===== src/logic/pdu_pkg.sv =====
// Shared constants, field positions, timing and carrier types of the parallel DMA user port.
// Assumes a single 25 MHz clock and a 32-bit Avalon-MM register bus with byte addressing.
package pdu_pkg;

  // ****************************************************************
  // Timing
  // ****************************************************************
  localparam int CLK_PERIOD_NS = 40;
  localparam int END_CYCLE_NS = 100;
  localparam int GO_PULSE_NS = 200;
  localparam int SEC_INIT_NS = 200;
  // Least times, rounded up to whole clock cycles
  localparam int END_CYCLE_CYCLES = (END_CYCLE_NS + CLK_PERIOD_NS - 1) / CLK_PERIOD_NS;
  localparam int GO_PULSE_CYCLES = (GO_PULSE_NS + CLK_PERIOD_NS - 1) / CLK_PERIOD_NS;
  localparam int SEC_INIT_CYCLES = (SEC_INIT_NS + CLK_PERIOD_NS - 1) / CLK_PERIOD_NS;
  localparam int PULSE_CNT_WIDTH = 4;

  // ****************************************************************
  // Register offsets (byte addresses)
  // ****************************************************************
  localparam int ADDR_WIDTH = 5;
  localparam logic [4:0] ADDR_OUT_DATA = 5'h00;
  localparam logic [4:0] ADDR_FUNC_OUT = 5'h04;
  localparam logic [4:0] ADDR_FUNC_IN = 5'h08;
  localparam logic [4:0] ADDR_WORD_COUNT = 5'h0c;
  localparam logic [4:0] ADDR_DATA_PORT = 5'h10;

  // ****************************************************************
  // Field positions and reset values
  // ****************************************************************
  localparam int FOR_FUNCTION_OUT_ONE_BIT = 0;
  localparam int FOR_FUNCTION_OUT_TWO_BIT = 1;
  localparam int FOR_FUNCTION_OUT_THREE_BIT = 2;
  localparam int FOR_INIT_BIT = 3;
  localparam int FOR_GO_BIT = 4;
  localparam int FIR_STATUS_INPUT_C_BIT = 3;
  localparam int FIR_STATUS_INPUT_B_BIT = 4;
  localparam int FIR_STATUS_INPUT_A_BIT = 5;
  localparam int FIR_READY_BIT = 7;
  localparam int WORD_WIDTH = 16;
  localparam logic [15:0] OUT_DATA_RESET = 16'h0000;
  localparam logic [15:0] WORD_COUNT_RESET = 16'h0000;
  localparam logic [15:0] WORD_COUNT_LAST = 16'hffff;
  localparam logic [31:0] READ_ZERO = 32'h0000_0000;

  // ****************************************************************
  // Carrier types
  // ****************************************************************
  typedef struct packed {
    logic read;
    logic write;
    logic [4:0] address;
    logic [31:0] writedata;
  } pdu_avs_req_type;

  typedef struct packed {
    logic cycleRequestPrimary;
    logic cycleRequestSecondary;
    logic attentionInput;
    logic statusInputA;
    logic statusInputB;
    logic statusInputC;
    logic [15:0] parallelIn;
  } pdu_user_in_type;

  typedef enum logic [2:0] {
    ST_IDLE = 3'b001,
    ST_MOVE = 3'b010,
    ST_END = 3'b100
  } pdu_state_type;

endpackage


===== src/logic/pdu_fifo.sv =====
// Small word FIFO with valid/ready on both sides, standing in the DMA data path.
// Assumes one clock and a synchronous active-high reset; read data come from the storage flops.
`timescale 1ns/10ps
module pdu_fifo #(
  parameter int WIDTH = 16,
  parameter int DEPTH = 4
) (
  input wire logic clk,
  input wire logic reset,
  input wire logic inValid,
  output logic inReady,
  input wire logic [WIDTH-1:0] inData,
  output logic outValid,
  input wire logic outReady,
  output logic [WIDTH-1:0] outData
);

  localparam int PW = $clog2(DEPTH);

  // ****************************************************************
  // Parameter check
  // ****************************************************************
  if (DEPTH < 2 || (1 << PW) != DEPTH || WIDTH < 1) begin : g_bad
    $error("pdu_fifo: DEPTH must be a power of two of at least 2");
  end

  logic [WIDTH-1:0] mem [DEPTH];
  logic [PW:0] wrPtr;
  logic [PW:0] rdPtr;
  logic push;
  logic pop;

  // Extra pointer bit tells full from empty
  assign inReady = !((wrPtr[PW] != rdPtr[PW]) && (wrPtr[PW-1:0] == rdPtr[PW-1:0]));
  assign outValid = (wrPtr != rdPtr);
  assign outData = mem[rdPtr[PW-1:0]];
  assign push = inValid && inReady;
  assign pop = outValid && outReady;

  always_ff @(posedge clk) begin
    if (push) begin
      mem[wrPtr[PW-1:0]] <= inData;
    end
  end

  always_ff @(posedge clk) begin
    if (reset) begin
      wrPtr <= '0;
      rdPtr <= '0;
    end else begin
      if (push) begin
        wrPtr <= wrPtr + 1'b1;
      end
      if (pop) begin
        rdPtr <= rdPtr + 1'b1;
      end
    end
  end

endmodule


===== src/logic/pdu_parallel_port.sv =====
// Parallel DMA user port: output lines, cycle requests, end-cycle, ready, init and go pulses.
// Assumes a 25 MHz clock, synchronous active-high host bus reset and an Avalon-MM master.
//
// What this block does
// - Output lines show the last value written to the output data register or the last word popped in an output transfer.
// - A rising cycle request starts a word operation only while ready is low.
// - Second cycle request is OR'ed with the first, same effect.
// - Each completed data cycle gives a high end-of-cycle pulse of 3 clocks (120 ns).
// - Ready sets on bus reset, attention, host bus error during DMA, or a transfer at word count ffff.
// - Writing one to the go bit clears ready.
// - Initialize output is high during bus reset or while its control bit is set.
// - Secondary initialize is high in reset, pulses 200 ns on second function bit set.
// - Word count step input is ignored; count advances on every transfer.
// - First status input reads at function input register bit 5.
// - Second status input reads at function input register bit 4.
// - Third status input reads at function input register bit 3.
// - Data move as 16-bit words between user port and host memory.
// - Go bit write pulses go output 200 ns and drops ready.
// - Second function output follows function output register bit 1.
// - Attention high aborts any transfer in progress and asserts ready.
//
// Implementation choices: the Avalon-MM interface to the registers and the address map.
`timescale 1ns/10ps
module pdu_parallel_port #(
  parameter int FIFO_DEPTH = 4
) (
  input wire logic clk,
  input wire logic reset,
  input wire pdu_pkg::pdu_avs_req_type avsReq,
  output logic [31:0] avsReaddata,
  output logic avsWaitrequest,
  input wire pdu_pkg::pdu_user_in_type userIn,
  input wire logic hostBusError,
  output logic [15:0] parallelOut,
  output logic endCycle,
  output logic ready,
  output logic goOut,
  output logic initOut,
  output logic secondaryInitOut,
  output logic functionOutOne,
  output logic functionOutTwo,
  output logic functionOutThree
);
  import pdu_pkg::*;

  // ****************************************************************
  // Parameter check and derived loads
  // ****************************************************************
  if (FIFO_DEPTH < 2) begin : g_bad_depth
    $error("pdu_parallel_port: FIFO_DEPTH must be at least 2");
  end

  localparam logic [PULSE_CNT_WIDTH-1:0] END_LOAD = PULSE_CNT_WIDTH'(END_CYCLE_CYCLES - 1);
  localparam logic [PULSE_CNT_WIDTH-1:0] GO_LOAD = PULSE_CNT_WIDTH'(GO_PULSE_CYCLES - 1);
  localparam logic [PULSE_CNT_WIDTH-1:0] SEC_LOAD = PULSE_CNT_WIDTH'(SEC_INIT_CYCLES - 1);

  // Pulse counters all step down to zero and stay there
  function automatic logic [PULSE_CNT_WIDTH-1:0] countDown(
    input logic [PULSE_CNT_WIDTH-1:0] cnt
  );
    countDown = (cnt != '0) ? cnt - 1'b1 : cnt;
  endfunction

  // ****************************************************************
  // Declarations
  // ****************************************************************
  pdu_state_type state;
  logic [1:0] reqASync;
  logic [1:0] reqBSync;
  logic [1:0] attnSync;
  logic reqLast;
  logic cycleReq;
  logic reqRise;
  logic attnLevel;
  logic initBit;
  logic [PULSE_CNT_WIDTH-1:0] endCnt;
  logic [PULSE_CNT_WIDTH-1:0] goCnt;
  logic [PULSE_CNT_WIDTH-1:0] secCnt;
  logic [15:0] wordCount;
  logic dirIn;
  logic access;
  logic accept;
  logic regWrite;
  logic regRead;
  logic goWrite;
  logic secWrite;
  logic busPush;
  logic busPop;
  logic userPush;
  logic userPop;
  logic transfer;
  logic fifoInValid;
  logic fifoInReady;
  logic [15:0] fifoInData;
  logic fifoOutValid;
  logic fifoOutReady;
  logic [15:0] fifoOutData;
  logic [31:0] readValue;

  // ****************************************************************
  // Input synchronisers
  // ****************************************************************
  // Two flops per line; only the second stage is looked at
  always_ff @(posedge clk) begin
    if (reset) begin
      reqASync <= 2'h0;
      reqBSync <= 2'h0;
      attnSync <= 2'h0;
    end else begin
      reqASync <= {reqASync[0], userIn.cycleRequestPrimary};
      reqBSync <= {reqBSync[0], userIn.cycleRequestSecondary};
      attnSync <= {attnSync[0], userIn.attentionInput};
    end
  end

  assign cycleReq = reqASync[1] | reqBSync[1];
  assign attnLevel = attnSync[1];

  always_ff @(posedge clk) begin
    if (reset) begin
      reqLast <= 1'b0;
    end else begin
      reqLast <= cycleReq;
    end
  end

  assign reqRise = cycleReq && !reqLast;

  // ****************************************************************
  // Register bus decode
  // ****************************************************************
  // Direction follows the first function bit, as the local control-in line does
  assign dirIn = functionOutOne;
  assign access = (avsReq.read || avsReq.write) && avsWaitrequest;
  // A data port write into a full FIFO is held off, so back-pressure reaches software
  assign accept = access &&
      !(avsReq.write && avsReq.address == ADDR_DATA_PORT && !dirIn && !fifoInReady);
  assign regWrite = accept && avsReq.write;
  assign regRead = accept && avsReq.read;
  assign goWrite = regWrite && avsReq.address == ADDR_FUNC_OUT &&
      avsReq.writedata[FOR_GO_BIT];
  assign secWrite = regWrite && avsReq.address == ADDR_FUNC_OUT &&
      avsReq.writedata[FOR_FUNCTION_OUT_TWO_BIT];
  assign busPush = regWrite && avsReq.address == ADDR_DATA_PORT && !dirIn;
  assign busPop = regRead && avsReq.address == ADDR_DATA_PORT && dirIn && fifoOutValid;

  always_comb begin
    readValue = READ_ZERO;
    case (avsReq.address)
      ADDR_OUT_DATA: begin
        readValue[15:0] = parallelOut;
      end
      ADDR_FUNC_OUT: begin
        readValue[FOR_FUNCTION_OUT_ONE_BIT] = functionOutOne;
        readValue[FOR_FUNCTION_OUT_TWO_BIT] = functionOutTwo;
        readValue[FOR_FUNCTION_OUT_THREE_BIT] = functionOutThree;
        readValue[FOR_INIT_BIT] = initBit;
      end
      ADDR_FUNC_IN: begin
        readValue[FIR_STATUS_INPUT_A_BIT] = userIn.statusInputA;
        readValue[FIR_STATUS_INPUT_B_BIT] = userIn.statusInputB;
        readValue[FIR_STATUS_INPUT_C_BIT] = userIn.statusInputC;
        readValue[FIR_READY_BIT] = ready;
      end
      ADDR_WORD_COUNT: begin
        readValue[15:0] = wordCount;
      end
      ADDR_DATA_PORT: begin
        // Reading an empty FIFO returns zero rather than stalling the bus
        readValue[15:0] = (dirIn && fifoOutValid) ? fifoOutData : 16'h0000;
      end
      default: begin
        readValue = READ_ZERO;
      end
    endcase
  end

  // One wait cycle, then a single low cycle of waitrequest per access
  always_ff @(posedge clk) begin
    if (reset) begin
      avsWaitrequest <= 1'b1;
      avsReaddata <= READ_ZERO;
    end else if (accept) begin
      avsWaitrequest <= 1'b0;
      if (avsReq.read) begin
        avsReaddata <= readValue;
      end
    end else begin
      avsWaitrequest <= 1'b1;
    end
  end

  // ****************************************************************
  // Output data and function bits
  // ****************************************************************
  always_ff @(posedge clk) begin
    if (reset) begin
      parallelOut <= OUT_DATA_RESET;
    end else if (regWrite && avsReq.address == ADDR_OUT_DATA) begin
      parallelOut <= avsReq.writedata[15:0];
    end else if (userPop) begin
      parallelOut <= fifoOutData;
    end
  end

  always_ff @(posedge clk) begin
    if (reset) begin
      functionOutOne <= 1'b0;
      functionOutTwo <= 1'b0;
      functionOutThree <= 1'b0;
      initBit <= 1'b0;
    end else if (regWrite && avsReq.address == ADDR_FUNC_OUT) begin
      functionOutOne <= avsReq.writedata[FOR_FUNCTION_OUT_ONE_BIT];
      functionOutTwo <= avsReq.writedata[FOR_FUNCTION_OUT_TWO_BIT];
      functionOutThree <= avsReq.writedata[FOR_FUNCTION_OUT_THREE_BIT];
      initBit <= avsReq.writedata[FOR_INIT_BIT];
    end
  end

  // Initialize takes the control bit on the same edge as the write, with no lag behind it, and is high in reset
  always_ff @(posedge clk) begin
    if (reset) begin
      initOut <= 1'b1;
    end else if (regWrite && avsReq.address == ADDR_FUNC_OUT) begin
      initOut <= avsReq.writedata[FOR_INIT_BIT];
    end else begin
      initOut <= initBit;
    end
  end

  // ****************************************************************
  // Go and secondary initialize pulses
  // ****************************************************************
  always_ff @(posedge clk) begin
    if (reset) begin
      goCnt <= '0;
      goOut <= 1'b0;
    end else if (goWrite) begin
      goCnt <= GO_LOAD;
      goOut <= 1'b1;
    end else begin
      goCnt <= countDown(goCnt);
      goOut <= (goCnt != '0);
    end
  end

  always_ff @(posedge clk) begin
    if (reset) begin
      secCnt <= '0;
      secondaryInitOut <= 1'b1;
    end else if (secWrite) begin
      secCnt <= SEC_LOAD;
      secondaryInitOut <= 1'b1;
    end else begin
      secCnt <= countDown(secCnt);
      secondaryInitOut <= (secCnt != '0);
    end
  end

  // ****************************************************************
  // Ready flag
  // ****************************************************************
  // Every set wins over a go write in the same cycle
  always_ff @(posedge clk) begin
    if (reset) begin
      ready <= 1'b1;
    end else if (attnLevel) begin
      ready <= 1'b1;
    end else if (hostBusError && state != ST_IDLE) begin
      ready <= 1'b1;
    end else if (transfer && wordCount == WORD_COUNT_LAST) begin
      ready <= 1'b1;
    end else if (goWrite) begin
      ready <= 1'b0;
    end
  end

  // ****************************************************************
  // Word count
  // ****************************************************************
  // The step input from the user is not even brought in: counting is unconditional
  always_ff @(posedge clk) begin
    if (reset) begin
      wordCount <= WORD_COUNT_RESET;
    end else if (transfer) begin
      wordCount <= wordCount + 16'h0001;
    end else if (regWrite && avsReq.address == ADDR_WORD_COUNT) begin
      wordCount <= avsReq.writedata[15:0];
    end
  end

  // ****************************************************************
  // Word operation sequencer
  // ****************************************************************
  // A word moves once the FIFO can take it or has one to give; until then it waits
  assign transfer = (state == ST_MOVE) && !attnLevel && !hostBusError &&
      (dirIn ? fifoInReady : fifoOutValid);
  assign userPush = transfer && dirIn;
  assign userPop = transfer && !dirIn;

  always_ff @(posedge clk) begin
    if (reset) begin
      state <= ST_IDLE;
      endCnt <= '0;
      endCycle <= 1'b0;
    end else if (attnLevel) begin
      state <= ST_IDLE;
      endCnt <= '0;
      endCycle <= 1'b0;
    end else begin
      case (state)
        ST_IDLE: begin
          endCycle <= 1'b0;
          if (reqRise && !ready) begin
            state <= ST_MOVE;
          end
        end
        ST_MOVE: begin
          if (hostBusError) begin
            state <= ST_IDLE;
          end else if (transfer) begin
            state <= ST_END;
            endCnt <= END_LOAD;
            endCycle <= 1'b1;
          end
        end
        ST_END: begin
          endCnt <= countDown(endCnt);
          endCycle <= (endCnt != '0);
          if (endCnt == '0) begin
            state <= ST_IDLE;
          end
        end
        default: begin
          state <= ST_IDLE;
          endCnt <= '0;
          endCycle <= 1'b0;
        end
      endcase
    end
  end

  // ****************************************************************
  // Data FIFO
  // ****************************************************************
  // One FIFO serves both directions; switching direction with words left mixes them
  assign fifoInValid = dirIn ? userPush : busPush;
  assign fifoInData = dirIn ? userIn.parallelIn : avsReq.writedata[15:0];
  assign fifoOutReady = dirIn ? busPop : userPop;

  pdu_fifo #(
    .WIDTH(WORD_WIDTH),
    .DEPTH(FIFO_DEPTH)
  ) u_fifo (
    .clk(clk),
    .reset(reset),
    .inValid(fifoInValid),
    .inReady(fifoInReady),
    .inData(fifoInData),
    .outValid(fifoOutValid),
    .outReady(fifoOutReady),
    .outData(fifoOutData)
  );

endmodule


===== config.mk =====
export PLATFORM = sky130hd
export DESIGN_NAME = pdu_parallel_port
export DESIGN_NICKNAME = d
export VERILOG_FILES = /design/src/logic/pdu_pkg.sv /design/src/logic/pdu_fifo.sv /design/src/logic/pdu_parallel_port.sv
export SDC_FILE = /design/constraint.sdc
export NUM_CORES = 1
export LEC_CHECK = 0
export CELL_PAD_IN_SITES_DETAIL_PLACEMENT = 1
export CELL_PAD_IN_SITES_GLOBAL_PLACEMENT = 1
export CORE_MARGIN = 4
export CORE_UTILIZATION = 48
export CTS_CLUSTER_SIZE = 25
export DETAILED_ROUTE_END_ITERATION = 7
export DONT_BUFFER_PORTS = 1
export PLACE_DENSITY_LB_ADDON = 0.1
export SLEW_MARGIN = 20
export SYNTH_ARGS = -nofsm -noshare
export SYNTH_HDL_FRONTEND = slang
export SYNTH_SLANG_ARGS = --single-unit

===== constraint.sdc =====
create_clock -name clk -period 3.65 [get_ports clk]
set_input_delay 0.1825 -clock clk [delete_from_list [all_inputs] [get_ports clk]]
set_output_delay 0.1825 -clock clk [all_outputs]
set_load 0.02 [all_outputs]

## Word-level counts from Yosys, hierarchy flattened

Memories as Yosys holds them, arrays and structs flattened. A register that Yosys moved wholly into a read port is not among the register bits.
Cells that the tools add are included.

- Register bits: 86
- RAM bits: 64
- Input port bits: 64
- Memories: 1

- Add/subtract/negate cells: 6
- Eq/ne operators: 18
- Muxes and demuxes: 38
- Bitwise operators: 2
- Reductions and logical operators: 55

Memories:

| name | depth | width | rd ports | clocked after memory_dff | wr ports | line | source |
|---|---|---|---|---|---|---|---|
| u_fifo.mem | 4 | 16 | 1 | 1 | 1 | pdu_fifo.sv:27 | `logic [WIDTH-1:0] mem [DEPTH];` |

Operators with widths:

| cell | number |
|---|---|
| $mux 16 | 6 |
| $logic_and 1x1->1 | 30 |
| $mux 3 | 8 |
| $pmux 8 s3 | 1 |
| $add 16x1->16 const B | 1 |
| $eq 16x16->1 const B | 1 |
| $mux 4 | 3 |
| $pmux 3 s4 | 1 |
| $pmux 4 s3 | 1 |
| $reduce_bool 4->1 | 3 |
| $sub 4x1->4 const B | 3 |
| $eq 5x4->1 const B | 2 |
| $mux 1 | 10 |
| $ne 2x2->1 const B | 5 |
| $pmux 3 s3 | 1 |
| $pmux 2 s4 | 1 |
| $reduce_bool 2->1 | 4 |
| $logic_not 1->1 | 7 |
| $add 3x1->3 const B | 2 |
| $reduce_or 2->1 | 3 |
| $eq 5x3->1 const B | 1 |
| $eq 5x5->1 const B | 1 |
| $logic_not 5->1 | 1 |
| $pmux 1 s5 | 1 |
| other kinds (20) | 22 |

## Depth between registers and ports, before layout

Gate-level depths: netlist of run 1.

- Word-level depth: 14
- Mapped depth: 8
- Depth with buffers taken out: 7

## By module

Synthesis of run 1 repeated with hierarchy kept, for this count alone.

- Cell total of the unflattened synthesis: 659
- Area, all modules: 7141.8 µm²

Modules (own cells, without submodules):

| module | instances | cells each | area each (µm²) |
|---|---|---|---|
| pdu_parallel_port | 1 | 505 | 4267.8 |
| pdu_fifo | 1 | 154 | 2874.0 |

## Worst setup path before layout of run 1

OpenSTA, ideal clock, no wires.

- Path type: flip-flop to flip-flop
- From: reg functionOutOne
- To: mem u_fifo.mem[3][0] (enable)
- Library setup time: 0.419 ns
- Arrival: 2.392 ns
- Required time: 3.231 ns
- Slack: 0.839 ns
- Cell stages (with the launch flop): 4
- Period minus slack after synthesis: 2.811 ns
- Cell sequence: dfxtp_1 buf_1 nand3_1 a211oi_1

- Cells in the longest elaborated chain, start to end: 12

Ends and longest elaborated chain:

| item | line | source |
|---|---|---|
| start, declared | pdu_parallel_port.sv:40 | `output logic functionOutOne,` |
| start signal, assigned | pdu_parallel_port.sv:213 | `functionOutOne <= avsReq.writedata[FOR_FUNCTION_OUT_ONE_BIT];` |
| $logic_not 1->1 | pdu_parallel_port.sv:137, pdu_parallel_port.sv:144 |  |
| $logic_and 1x1->1 (2 in a row) | pdu_parallel_port.sv:137 | `!(avsReq.write && avsReq.address == ADDR_DATA_PORT && !dirIn && !fifoInReady);` |
| $logic_not 1->1 | pdu_parallel_port.sv:137 |  |
| $logic_and 1x1->1 | pdu_parallel_port.sv:136 | `assign accept = access &&` |
| $logic_and 1x1->1 | pdu_parallel_port.sv:138 | `assign regWrite = accept && avsReq.write;` |
| $logic_and 1x1->1 (2 in a row) | pdu_parallel_port.sv:144 | `assign busPush = regWrite && avsReq.address == ADDR_DATA_PORT && !dirIn;` |
| $mux 1 * | pdu_parallel_port.sv:347 | `assign fifoInValid = dirIn ? userPush : busPush;` |
| $logic_and 1x1->1 * | pdu_fifo.sv:37 | `assign push = inValid && inReady;` |
| $mux 1 * | pdu_fifo.sv:41 | `if (push) begin` |
| $mux 1 (implied by the code) * | pdu_fifo.sv:42 | `mem[wrPtr[PW-1:0]] <= inData;` |
| end, declared | pdu_fifo.sv:27 |  |

Every way passes the cells marked *; elsewhere a longest branch is shown, timed or not.

## Worst setup path in the final report of run 1

- From: reg functionOutOne
- To: reg wordCount[8]

- Cells in the longest elaborated chain, start to end: 8

Ends and longest elaborated chain:

| item | line | source |
|---|---|---|
| $logic_not 1->1 | pdu_parallel_port.sv:137 |  |
| $logic_and 1x1->1 (2 in a row) | pdu_parallel_port.sv:137 |  |
| $logic_not 1->1 | pdu_parallel_port.sv:137 |  |
| $logic_and 1x1->1 | pdu_parallel_port.sv:136 |  |
| $logic_and 1x1->1 | pdu_parallel_port.sv:138 |  |
| $logic_and 1x1->1 | pdu_parallel_port.sv:287 | `end else if (regWrite && avsReq.address == ADDR_WORD_COUNT) begin` |
| $reduce_bool 2->1 (no line) | -- |  |
| end signal, assigned | pdu_parallel_port.sv:286 | `wordCount <= wordCount + 16'h0001;` |
| end signal, assigned | pdu_parallel_port.sv:288 | `wordCount <= avsReq.writedata[15:0];` |
| end, declared | pdu_parallel_port.sv:79 | `logic [15:0] wordCount;` |

Several ways; a longest one is shown, not always the timed one.
A chain may end at the register's enable or synchronous reset.

==> metrics.csv, run 1 <==
stage,metric,value,unit
worst_setup_path,crit_chain,xor3_1 -> o311ai_2 -> buf_4 -> and2_1 -> a211oi_1 -> a2111oi_1,
worst_hold_path,hp-start,avsReq[1],
global_routing,grt_max_degree,70,
pwr,p_leak,2.671,nW
pwr,p_sw,954.6,uW
pwr,combPwrFrac,0.079,
placed_design,place.gp.congestion,0.8533,
pwr,p_int,2.898,mW
timing,fin_skew,0.007965,ns
placed_design,dp.cells,797,
clocking,clk_pin_slew,0.07,ns
global_routing,grt-ovfl-total,0,
placed_design,io_buffer_count,0,
worst_setup_path,cp_max_fo,24,
cells_and_area,finalNonFillerCells,853,
worst_setup_path,crit_slowest_cell,dfxtp_1,
floorplanning,dieArea,16740,um^2
synth,syn_area,7072,um^2
floorplanning,rows,44,
pwr,vdd_drop_max,0.0003518,V
routing,routed_wl,19830,um
worst_setup_path,crit_start,functionOutOne$_SDFFE_PP0N_,
worst_setup_path,reg2reg_setup_slack,0.67,ns
worst_setup_path,worst_ep_arrival_time,3.30,ns
timing,maxSlewHeadroom,0.4133,
timing,period_share,0.8163,
cells_and_area,layout_commonest_cell,dfxtp_1,
flow_run,maxCapViolCount,0,
cells_and_area,final_cell_mix,"dfxtp_1 (88), edfxtp_1 (64), nor2_1 (60)",
pwr,swShare,0.2478,
floorplanning,die_x,129.4,um
timing,final.setup.tns,0,ns
pwr,power_density,485.1,nW/um^2
clocking,cts_setup_buffers,0,
clocking,cts_made_buffers,17,
timing,fmax,0.3356,GHz
global_routing,grt_pass1_vias,5392,
routing,vias_per_cell,6.074,
floorplanning,initial_utilization,0.4884,
worst_setup_path,r2r-start,functionOutOne$_SDFFE_PP0N_,
worst_setup_path,critPathLaunchType,register,
clocking,cts_root_buffer,clkbuf_16,
synth,avgSynthCellArea,10.96,um^2
timing,final_max_slew_viol_count,0,
status,status,completed,
worst_hold_path,min-delay-path-class,in2reg,
pwr,seqPwrFrac,0.487,
worst_setup_path,end_kind,register,
synth,synth_edf_count,64,
cells_and_area,fill_cells,1509,
cells_and_area,final_layout_size_suffix_gt1_frac,0.1330,
routing,vias,5181,
routing,post_drt_wl_per_cell,23.24,um
floorplanning,core-area,14480,um^2
clocking,cts.sinks,152,
routing,drtPass1Iterations,5,
synth,synth_ff_type,dfxtp_1,
timing,rsz0062_at_grt,false,
routing,detail_route.iter0.violations,363,
synth,ys.warnings.count,0,
global_routing,antenna_found_initial,2,
worst_setup_path,critPathRequiredTime,3.97,ns
floorplanning,ios,121,
timing,worst-slew-pin-transition,0.8789,ns
global_routing,grt_use_total,0.2436,
timing,setup_viol,0,
pwr,clockPowerShare,0.434,
cells_and_area,insertedDiodeCount,0,
synth,synthCells,645,
worst_setup_path,max_stage_delay,0.68,ns
routing,drtAntennaViolNets,0,
global_routing,grt_pass1_wl,30760,um
cells_and_area,synthToLayoutAreaGrowth,12.31,%
synth,ys_seq_area_frac,0.5209,
timing,period_needed,2.980,ns
clocking,cts_max_level,4,
clocking,clockBufferDepth,2,
synth,synth_seq_cells,152,
worst_setup_path,critical_path_class,reg2reg,
placed_design,dp_hpwl,13600,um
timing,hold_ws,0.01490,ns
cells_and_area,nets,730,
synth,async_reset_ff_frac,0,
clocking,tritoncts,yes,
timing,finalHoldViolCount,0,
routing,drc_errors,0,
clocking,clk_latency,0.43,ns
synth,ys_types,63,
floorplanning,chipHeight,129.4,um
state kept, by name, summed over array words and instances (netlist names), 2 cells and up, named ones only:
name and count:
secCnt 4, reqASync 2, goCnt 4, reqBSync 2, parallelOut 16, u_fifo.wrPtr 3, u_fifo.mem 64, avsReaddata 16
u_fifo.rdPtr 3, state 3, endCnt 4, attnSync 2, wordCount 16
per-stage QoR:
step	utilization	setup WS (ns)	instance area, um^2	power, mW
2_1_floorplan	-	0.8388	7128	2.144
4_1_cts	0.5485	0.6744	7941	3.878
6_report	0.5486	0.6704	7943	3.853
3_5_place_dp	0.4926	0.6856	7132	2.172
5_1_grt	0.5486	0.5051	7943	4.010
3_3_place_gp	0.4926	0.7853	7132	2.149
critical path: cells and delay by family (launching register included):
| family | cells | cell delay, ns |
|---|---|---|
| buf+inv | 1 | 0.32 |
| flops | 1 | 0.68 |
| simple gates | 1 | 0.57 |
| xor+xnor | 1 | 0.57 |
| compound gates | 3 | 0.72 |
final cells by class:
type	count	area [um^2]	area share
sequential	152	3684	0.4638
multi-input combinational	441	3118	0.3926
clock buffer	20	436.7	0.05498
timing repair buffer	31	310.3	0.03907
tap	184	230.2	0.02899
clock inverter	12	115.1	0.01449
inverter	13	48.80	0.006144
cells by family (layout without fill, tap and decap cells):
kind of cell,count (synthesis),count (layout),share of synthesized area
buf+inv,67,76,0.04706
mux,63,63,0.1231
simple gates,193,193,0.1396
fa+ha+maj,10,10,0.01769
xor+xnor,8,8,0.01203
flops,152,152,0.5209
other cells,1,16,0.0005303
compound gates,151,151,0.1391
cell usage after synthesis, types with 13 or more instances:
cell	n	area, um^2
a211oi_1	23	172.7
a21oi_1	45	225.2
and3_1	14	87.58
buf_4	17	127.6
clkbuf_1	26	97.59
dfxtp_1	88	1762
edfxtp_1	64	1922
inv_1	13	48.80
mux2_2	22	247.7
mux2i_1	24	240.2
mux4_2	17	382.9
nand2_1	36	135.1
nor2_1	60	225.2
nor3_1	16	80.08
o21ai_0	36	180.2
power by group through the flow:
stage	registers (mW)	clock network, mW	logic (mW)
after floorplan	1.90	0	0.240
after global placement	1.91	0	0.236
after detailed placement	1.92	0	0.256
after CTS	1.88	1.70	0.304
after global routing	1.88	1.78	0.346
final	1.88	1.67	0.304
worst paths after layout:
| check | end | depth (start not counted) |
|---|---|---|
| worst max-delay path | wordCount[8]$_SDFFE_PP0P_ | 6 |
| worst min-delay path | wordCount[1]$_SDFFE_PP0P_ | 2 |
| worst max register to register | wordCount[8]$_SDFFE_PP0P_ | 6 |
| worst min register to register | reqASync[1]$_SDFF_PP0_ | 1 |
per-layer routing:
metal | up-vias | part of all wire | track usage | wire length (um)
li1 | 2397 | - | - | -
met1 | 2624 | 0.44 | 0.3257 | 8822
met2 | 142 | 0.49 | 0.3954 | 9616
met3 | 18 | 0.060 | 0.06925 | 1194
met4 | 0 | 0.0097 | 0.05868 | 193
met5 | - | 0 | 0 | 0
timing repair:
item / 4_1_cts / 5_1_grt
endpoints found under the hold margin: 75 / 0
hold buffers: 24 / 0
gates resized for setup: 0 / 0
Power figures use the tool's default switching activity.
==> run 2, diff against run 1 <==
Clock period 3.65 ns to 3.1 ns, I/O delays scaled along.
==> run 2 against run 1 <==
  * Via count is 1.5% higher
  * Register-to-register slack hardly changed
  * Highest routed layer unchanged
  * Sequential power is 18% higher
==> metrics.csv, run 2 (same netlist as run 1, synthesis figures left out) <==
stage,metric,value,unit,change
worst_setup_path,critical_path_class,reg2reg,,
clocking,post_cts_resized,0,,unchanged
placed_design,postPlaceCellArea,7184,um^2,+0.74%
placed_design,io_buffer_count,0,,unchanged
timing,finalHoldViolCount,0,,unchanged
flow_run,maxCapViolCount,0,,unchanged
routing,vias,5261,,+1.5%
global_routing,grt-ovfl-total,0,,unchanged
pwr,vdd_drop_max,0.0004284,V,+22%
placed_design,place.gp.congestion,0.8733,,+2.3%
clocking,clk_latency,0.42,ns,about the same
clocking,clockBufferDepth,2,,unchanged
timing,hold_ws,0.009230,ns,-0.005671 ns
floorplanning,ios,121,,unchanged
floorplanning,die_x,129.4,um,unchanged
worst_setup_path,end_kind,register,,
worst_setup_path,critPathRequiredTime,3.45,ns,-0.52 ns
floorplanning,dieArea,16740,um^2,unchanged
floorplanning,initial_utilization,0.4884,,unchanged
routing,detail_route.iter0.violations,241,,-34%
timing,rsz0062_at_grt,false,,
pwr,power_density,559.0,nW/um^2,+15%
routing,vias_per_cell,6.040,,-0.55%
timing,final_max_slew_viol_count,0,,unchanged
worst_setup_path,worst_ep_arrival_time,2.77,ns,-0.53 ns
timing,final.setup.tns,0,ns,unchanged
global_routing,grt_pass1_vias,5355,,-0.69%
placed_design,dp_hpwl,13710,um,+0.81%
worst_hold_path,min-delay-path-class,in2reg,,
cells_and_area,insertedDiodeCount,0,,unchanged
cells_and_area,nets,748,,+2.5%
timing,period_needed,2.418,ns,-0.5613 ns
clocking,cts_made_buffers,17,,unchanged
cells_and_area,fin_area,8105,um^2,+2.0%
timing,fin_skew,0.005618,ns,-0.002346 ns
clocking,clk_pin_slew,0.06,ns,about the same
routing,post_drt_wl_per_cell,22.74,um,-2.2%
routing,routed_wl,19810,um,about the same
clocking,cts_setup_buffers,0,,unchanged
cells_and_area,largest_register_ff_count,64,,unchanged
placed_design,preCtsSetupSlack,0.7195,ns,+0.03383 ns
cells_and_area,multi_input_area,3117,um^2,about the same
global_routing,grt_max_degree,71,,+1.4%
cells_and_area,regArea,3684,um^2,unchanged
global_routing,grt_pass1_wl,30500,um,-0.83%
cells_and_area,final_cell_mix,"dfxtp_1 (88), edfxtp_1 (64), nor2_1 (60)",,
clocking,cts_max_level,4,,unchanged
floorplanning,rows,44,,unchanged
clocking,tritoncts,yes,,
cells_and_area,final_layout_size_suffix_gt1_frac,0.1397,,+0.006704
timing,period_share,0.7801,,-0.03621
clocking,cts.sinks,152,,unchanged
timing,worst-slew-pin-transition,1.132,ns,+0.2531 ns
cells_and_area,synthToLayoutAreaGrowth,14.61,%,
pwr,p_leak,2.753,nW,+3.1%
global_routing,antenna_found_initial,0,,-2
floorplanning,core-area,14480,um^2,unchanged
status,status,completed,,
routing,drtAntennaViolNets,0,,unchanged
timing,maxSlewHeadroom,0.2454,,-0.1679
worst_setup_path,critPathLaunchType,register,,
timing,setup_viol,0,,unchanged
clocking,hold_buffers,35,,+46%
global_routing,grt_use_total,0.2397,,-0.003945
timing,setup_slack,0.6816,ns,+0.01125 ns
routing,drc_errors,0,,unchanged
worst_setup_path,cp_max_fo,11,,-54%
timing,fmax,0.4135,GHz,+23%
clocking,cts_root_buffer,clkbuf_16,,
cells_and_area,fill_cells,1526,,+1.1%
cells_and_area,layout_commonest_cell,dfxtp_1,,
routing,drtPass1Iterations,4,,-1
floorplanning,chipHeight,129.4,um,unchanged
[run 2: cell count changes in the layout (fill, tap and decap cells not counted)]
| cell | delta |
|---|---|
| dlygate4sd3_1 | +11 |
| buf_4 | +7 |
| clkbuf_1 | -2 |
| clkinv_1 | +1 |
| clkinv_2 | +1 |
| clkinv_4 | +1 |
| inv_6 | -1 |
| or3_1 | +1 |
| or3_2 | -1 |
[run 2: final timing paths]
path	depth (start not counted)	slack [ns]	to	from
worst min register to register	1	0.44	reqBSync[1]$_SDFF_PP0_	reqBSync[0]$_SDFF_PP0_
worst max-delay path	5	0.68	wordCount[5]$_SDFFE_PP0P_	functionOutOne$_SDFFE_PP0N_
worst min-delay path	2	0.009	endCycle$_SDFFE_PP0P_	reset
worst max register to register	5	0.68	wordCount[5]$_SDFFE_PP0P_	functionOutOne$_SDFFE_PP0N_
[run 2: critical path: stages, from the launching register on]
cell     delay (ns)
dfxtp_1        0.37
xor3_1         0.46
o311a_1        0.49
nor2_1         0.61
o21ai_0        0.24
a21oi_1        0.18
[run 2: metrics by stage]
stage                     power [mW]    util  instances
final                          4.531  0.5598        871
after global routing           4.708  0.5598        871
after CTS                      4.558  0.5598        871
after detailed placement       2.559  0.4962        804
after global placement         2.532  0.4962        804
after floorplan                2.525       -        660
[run 2: layer usage]
layer  part of all wire  global-route usage  up-vias
met4              0.012             0.06794        0
met1               0.44              0.3161     2667
li1                   -                   -     2438
met3              0.059             0.06183       25
met2               0.49              0.3936      131
met5                  0                   0        -
[run 2: report_power, final]
group	total [mW]	internal (mW)	leakage [nW]	switching, mW
Clock	1.95	1.11	0.263	0.842
Sequential	2.21	2.15	1.29	0.0632
Combinational	0.373	0.161	1.20	0.212
[run 2: area by class of cell]
cell class | instances | area share
clock buffers | 18 | 0.05295
clock inverters | 14 | 0.01528
inverters | 13 | 0.006020
multi-input cells | 441 | 0.3845
flip-flops and latches | 152 | 0.4545
well taps | 184 | 0.02840
repair buffers | 49 | 0.05835
==> run 3, diff against run 2 <==
Clock period 3.1 ns to 2.5 ns, I/O delays scaled along.
==> run 3 against run 2 <==
  * Critical path depth rose by 1
  * Total power increased by 32%
  * Die area stayed put
  * Critical path type unchanged
  * Register-to-register slack lost 0.47 ns
  * Design area is 3.1% higher
  * Non-clock buffer count grew 13
  * Global-route usage is 1.2 points higher
  * Core utilization up 1.7 points
==> metrics.csv, run 3 (same netlist as run 1, synthesis figures left out) <==
stage,metric,value,unit,change
status,status,completed,,
cells_and_area,final_layout_size_suffix_gt1_frac,0.1529,,+0.01312
placed_design,place.gp.congestion,0.8659,,-0.85%
clocking,cts_setup_buffers,0,,unchanged
clocking,cts_max_level,4,,unchanged
placed_design,io_buffer_count,0,,unchanged
cells_and_area,layout_commonest_cell,dfxtp_1,,
pwr,p_leak,2.858,nW,+3.8%
worst_setup_path,crit_chain,xor3_1 -> o311ai_2 -> and2_1 -> buf_4 -> a311oi_1 -> a211oi_1,,
worst_setup_path,crit_start,functionOutOne$_SDFFE_PP0N_,,
routing,vias,5321,,+1.1%
worst_setup_path,max_stage_delay,0.46,ns,-0.15 ns
worst_setup_path,critPathLaunchType,register,,
clocking,clk_latency,0.43,ns,about the same
cells_and_area,synthToLayoutAreaGrowth,18.12,%,
routing,drtPass1Iterations,4,,unchanged
clocking,tritoncts,yes,,
worst_setup_path,worst_ep_arrival_time,2.63,ns,-0.14 ns
timing,maxSlewHeadroom,0.5334,,+0.2880
cells_and_area,fin_util,0.5769,,+0.01711
timing,period_needed,2.292,ns,-0.1260 ns
worst_setup_path,critPathRequiredTime,2.83,ns,-0.62 ns
pwr,vdd_drop_max,0.0004817,V,+12%
floorplanning,die_x,129.4,um,unchanged
clocking,clk_pin_slew,0.06,ns,about the same
timing,worst-slew-pin-transition,0.6946,ns,-0.4374 ns
timing,period_share,0.9169,,+0.1368
global_routing,grt-ovfl-total,0,,unchanged
clocking,post_cts_resized,0,,unchanged
cells_and_area,fill_cells,1515,,-0.72%
floorplanning,initial_utilization,0.4884,,unchanged
cells_and_area,finalNonFillerCells,884,,+1.5%
floorplanning,ios,121,,unchanged
routing,vias_per_cell,6.019,,-0.35%
routing,post_drt_wl_per_cell,23.15,um,+1.8%
routing,detail_route.iter0.violations,239,,-0.83%
cells_and_area,insertedDiodeCount,0,,unchanged
clocking,cts.sinks,152,,unchanged
floorplanning,dieArea,16740,um^2,unchanged
timing,fmax,0.4362,GHz,+5.5%
global_routing,grt_pass1_vias,5505,,+2.8%
global_routing,grt_pass1_wl,31640,um,+3.7%
floorplanning,core-area,14480,um^2,unchanged
worst_setup_path,cp_max_fo,9,,-2
routing,drc_errors,0,,unchanged
worst_setup_path,r2r-start,functionOutOne$_SDFFE_PP0N_,,
flow_run,maxCapViolCount,0,,unchanged
clocking,clockBufferDepth,2,,unchanged
global_routing,antenna_found_initial,0,,unchanged
routing,routed_wl,20470,um,+3.3%
floorplanning,chipHeight,129.4,um,unchanged
worst_setup_path,reg2reg_setup_slack,0.21,ns,-0.47 ns
timing,setup_viol,0,,unchanged
cells_and_area,fin_area,8353,um^2,+3.1%
worst_setup_path,reg2reg_depth,6,,+1
timing,finalHoldViolCount,0,,unchanged
worst_setup_path,path_depth,6,,+1
worst_setup_path,rr_endpoint,wordCount[13]$_SDFFE_PP0P_,,
worst_setup_path,crit_slowest_cell,xor3_1,,
worst_setup_path,critical_path_class,reg2reg,,
routing,drtAntennaViolNets,0,,unchanged
global_routing,grt_max_degree,73,,+2.8%
timing,fin_skew,0.008681,ns,+0.003063 ns
cells_and_area,final_cell_mix,"dfxtp_1 (88), edfxtp_1 (64), nor2_1 (60)",,
pwr,power_density,715.9,nW/um^2,+28%
global_routing,grt_use_total,0.2512,,+0.01155
worst_setup_path,cp-endpoint,wordCount[13]$_SDFFE_PP0P_,,
clocking,cts_made_buffers,17,,unchanged
worst_setup_path,end_kind,register,,
worst_setup_path,critical_path_buf_inv_count,1,,+1
timing,final_max_slew_viol_count,0,,unchanged
clocking,cts_root_buffer,clkbuf_16,,
cells_and_area,nets,761,,+1.7%
timing,rsz0062_at_grt,false,,
placed_design,dp_hpwl,14070,um,+2.6%
placed_design,dp.cells,812,,+1.0%
cells_and_area,largest_register_ff_count,64,,unchanged
placed_design,postPlaceCellArea,7307,um^2,+1.7%
floorplanning,rows,44,,unchanged
worst_setup_path,path_delay_family,compound AO/OA/AOI/OAI gates,,
worst_hold_path,min-delay-path-class,in2reg,,
timing,final.setup.tns,0,ns,unchanged
[run 3: how the worst min path moves through the flow]
stage	start	to	cells after the start
2_1_floorplan	userIn[19]	attnSync[0]$_SDFF_PP0_	1
4_1_cts	avsReq[36]	avsReaddata[3]$_SDFFE_PP0N_	2
3_5_place_dp	reset	goCnt[2]$_SDFFE_PP0P_	1
6_report	avsReq[34]	avsReaddata[5]$_SDFFE_PP0N_	3
3_3_place_gp	reset	goCnt[2]$_SDFFE_PP0P_	1
5_1_grt	avsReq[36]	avsReaddata[3]$_SDFFE_PP0N_	2
[run 3: through the flow]
step | setup WS, ns | hold slack [ns] | power, mW
floorplan | 0.2621 | 0.2532 | 3.131
finish | 0.2076 | 0.03483 | 5.980
global placement | 0.3027 | 0.2023 | 3.144
detailed placement | 0.2429 | 0.2038 | 3.189
CTS | 0.1957 | 0.02488 | 6.016
global route | 0.01718 | 0.02943 | 6.208
[run 3: worst min-delay path, stage by stage]
cell     delay, ns
nor4b_1       0.07
o21ai_0       0.15
a21oi_1       0.06
[run 3: where the power goes]
part | switching (mW) | internal (mW)
clock network | 1.07 | 1.68
logic | 0.284 | 0.213
registers | 0.0784 | 2.66
[run 3: layer usage]
metal / global-route usage / vias to the layer above / routed length (um)
met1: 0.3243 / 2707 / 8927
met4: 0.07412 / 0 / 275
met5: 0 / - / 0
li1: - / 2463 / -
met3: 0.05936 / 22 / 1009
met2: 0.4229 / 129 / 10250
[run 3: area by class of cell]
type,count,area [um^2],share of cell area
well taps,184,230.2,0.02756
flip-flops and latches,152,3684,0.4410
clock buffers,18,429.2,0.05138
clock inverters,14,197.7,0.02367
inverters,13,48.80,0.005842
repair buffers,62,645.6,0.07729
multi-input cells,441,3118,0.3733
[run 3: repair_timing]
item	4_1_cts	5_1_grt
hold buffers	40	0
hold endpoints to repair	146	0
setup endpoints to repair	0	0
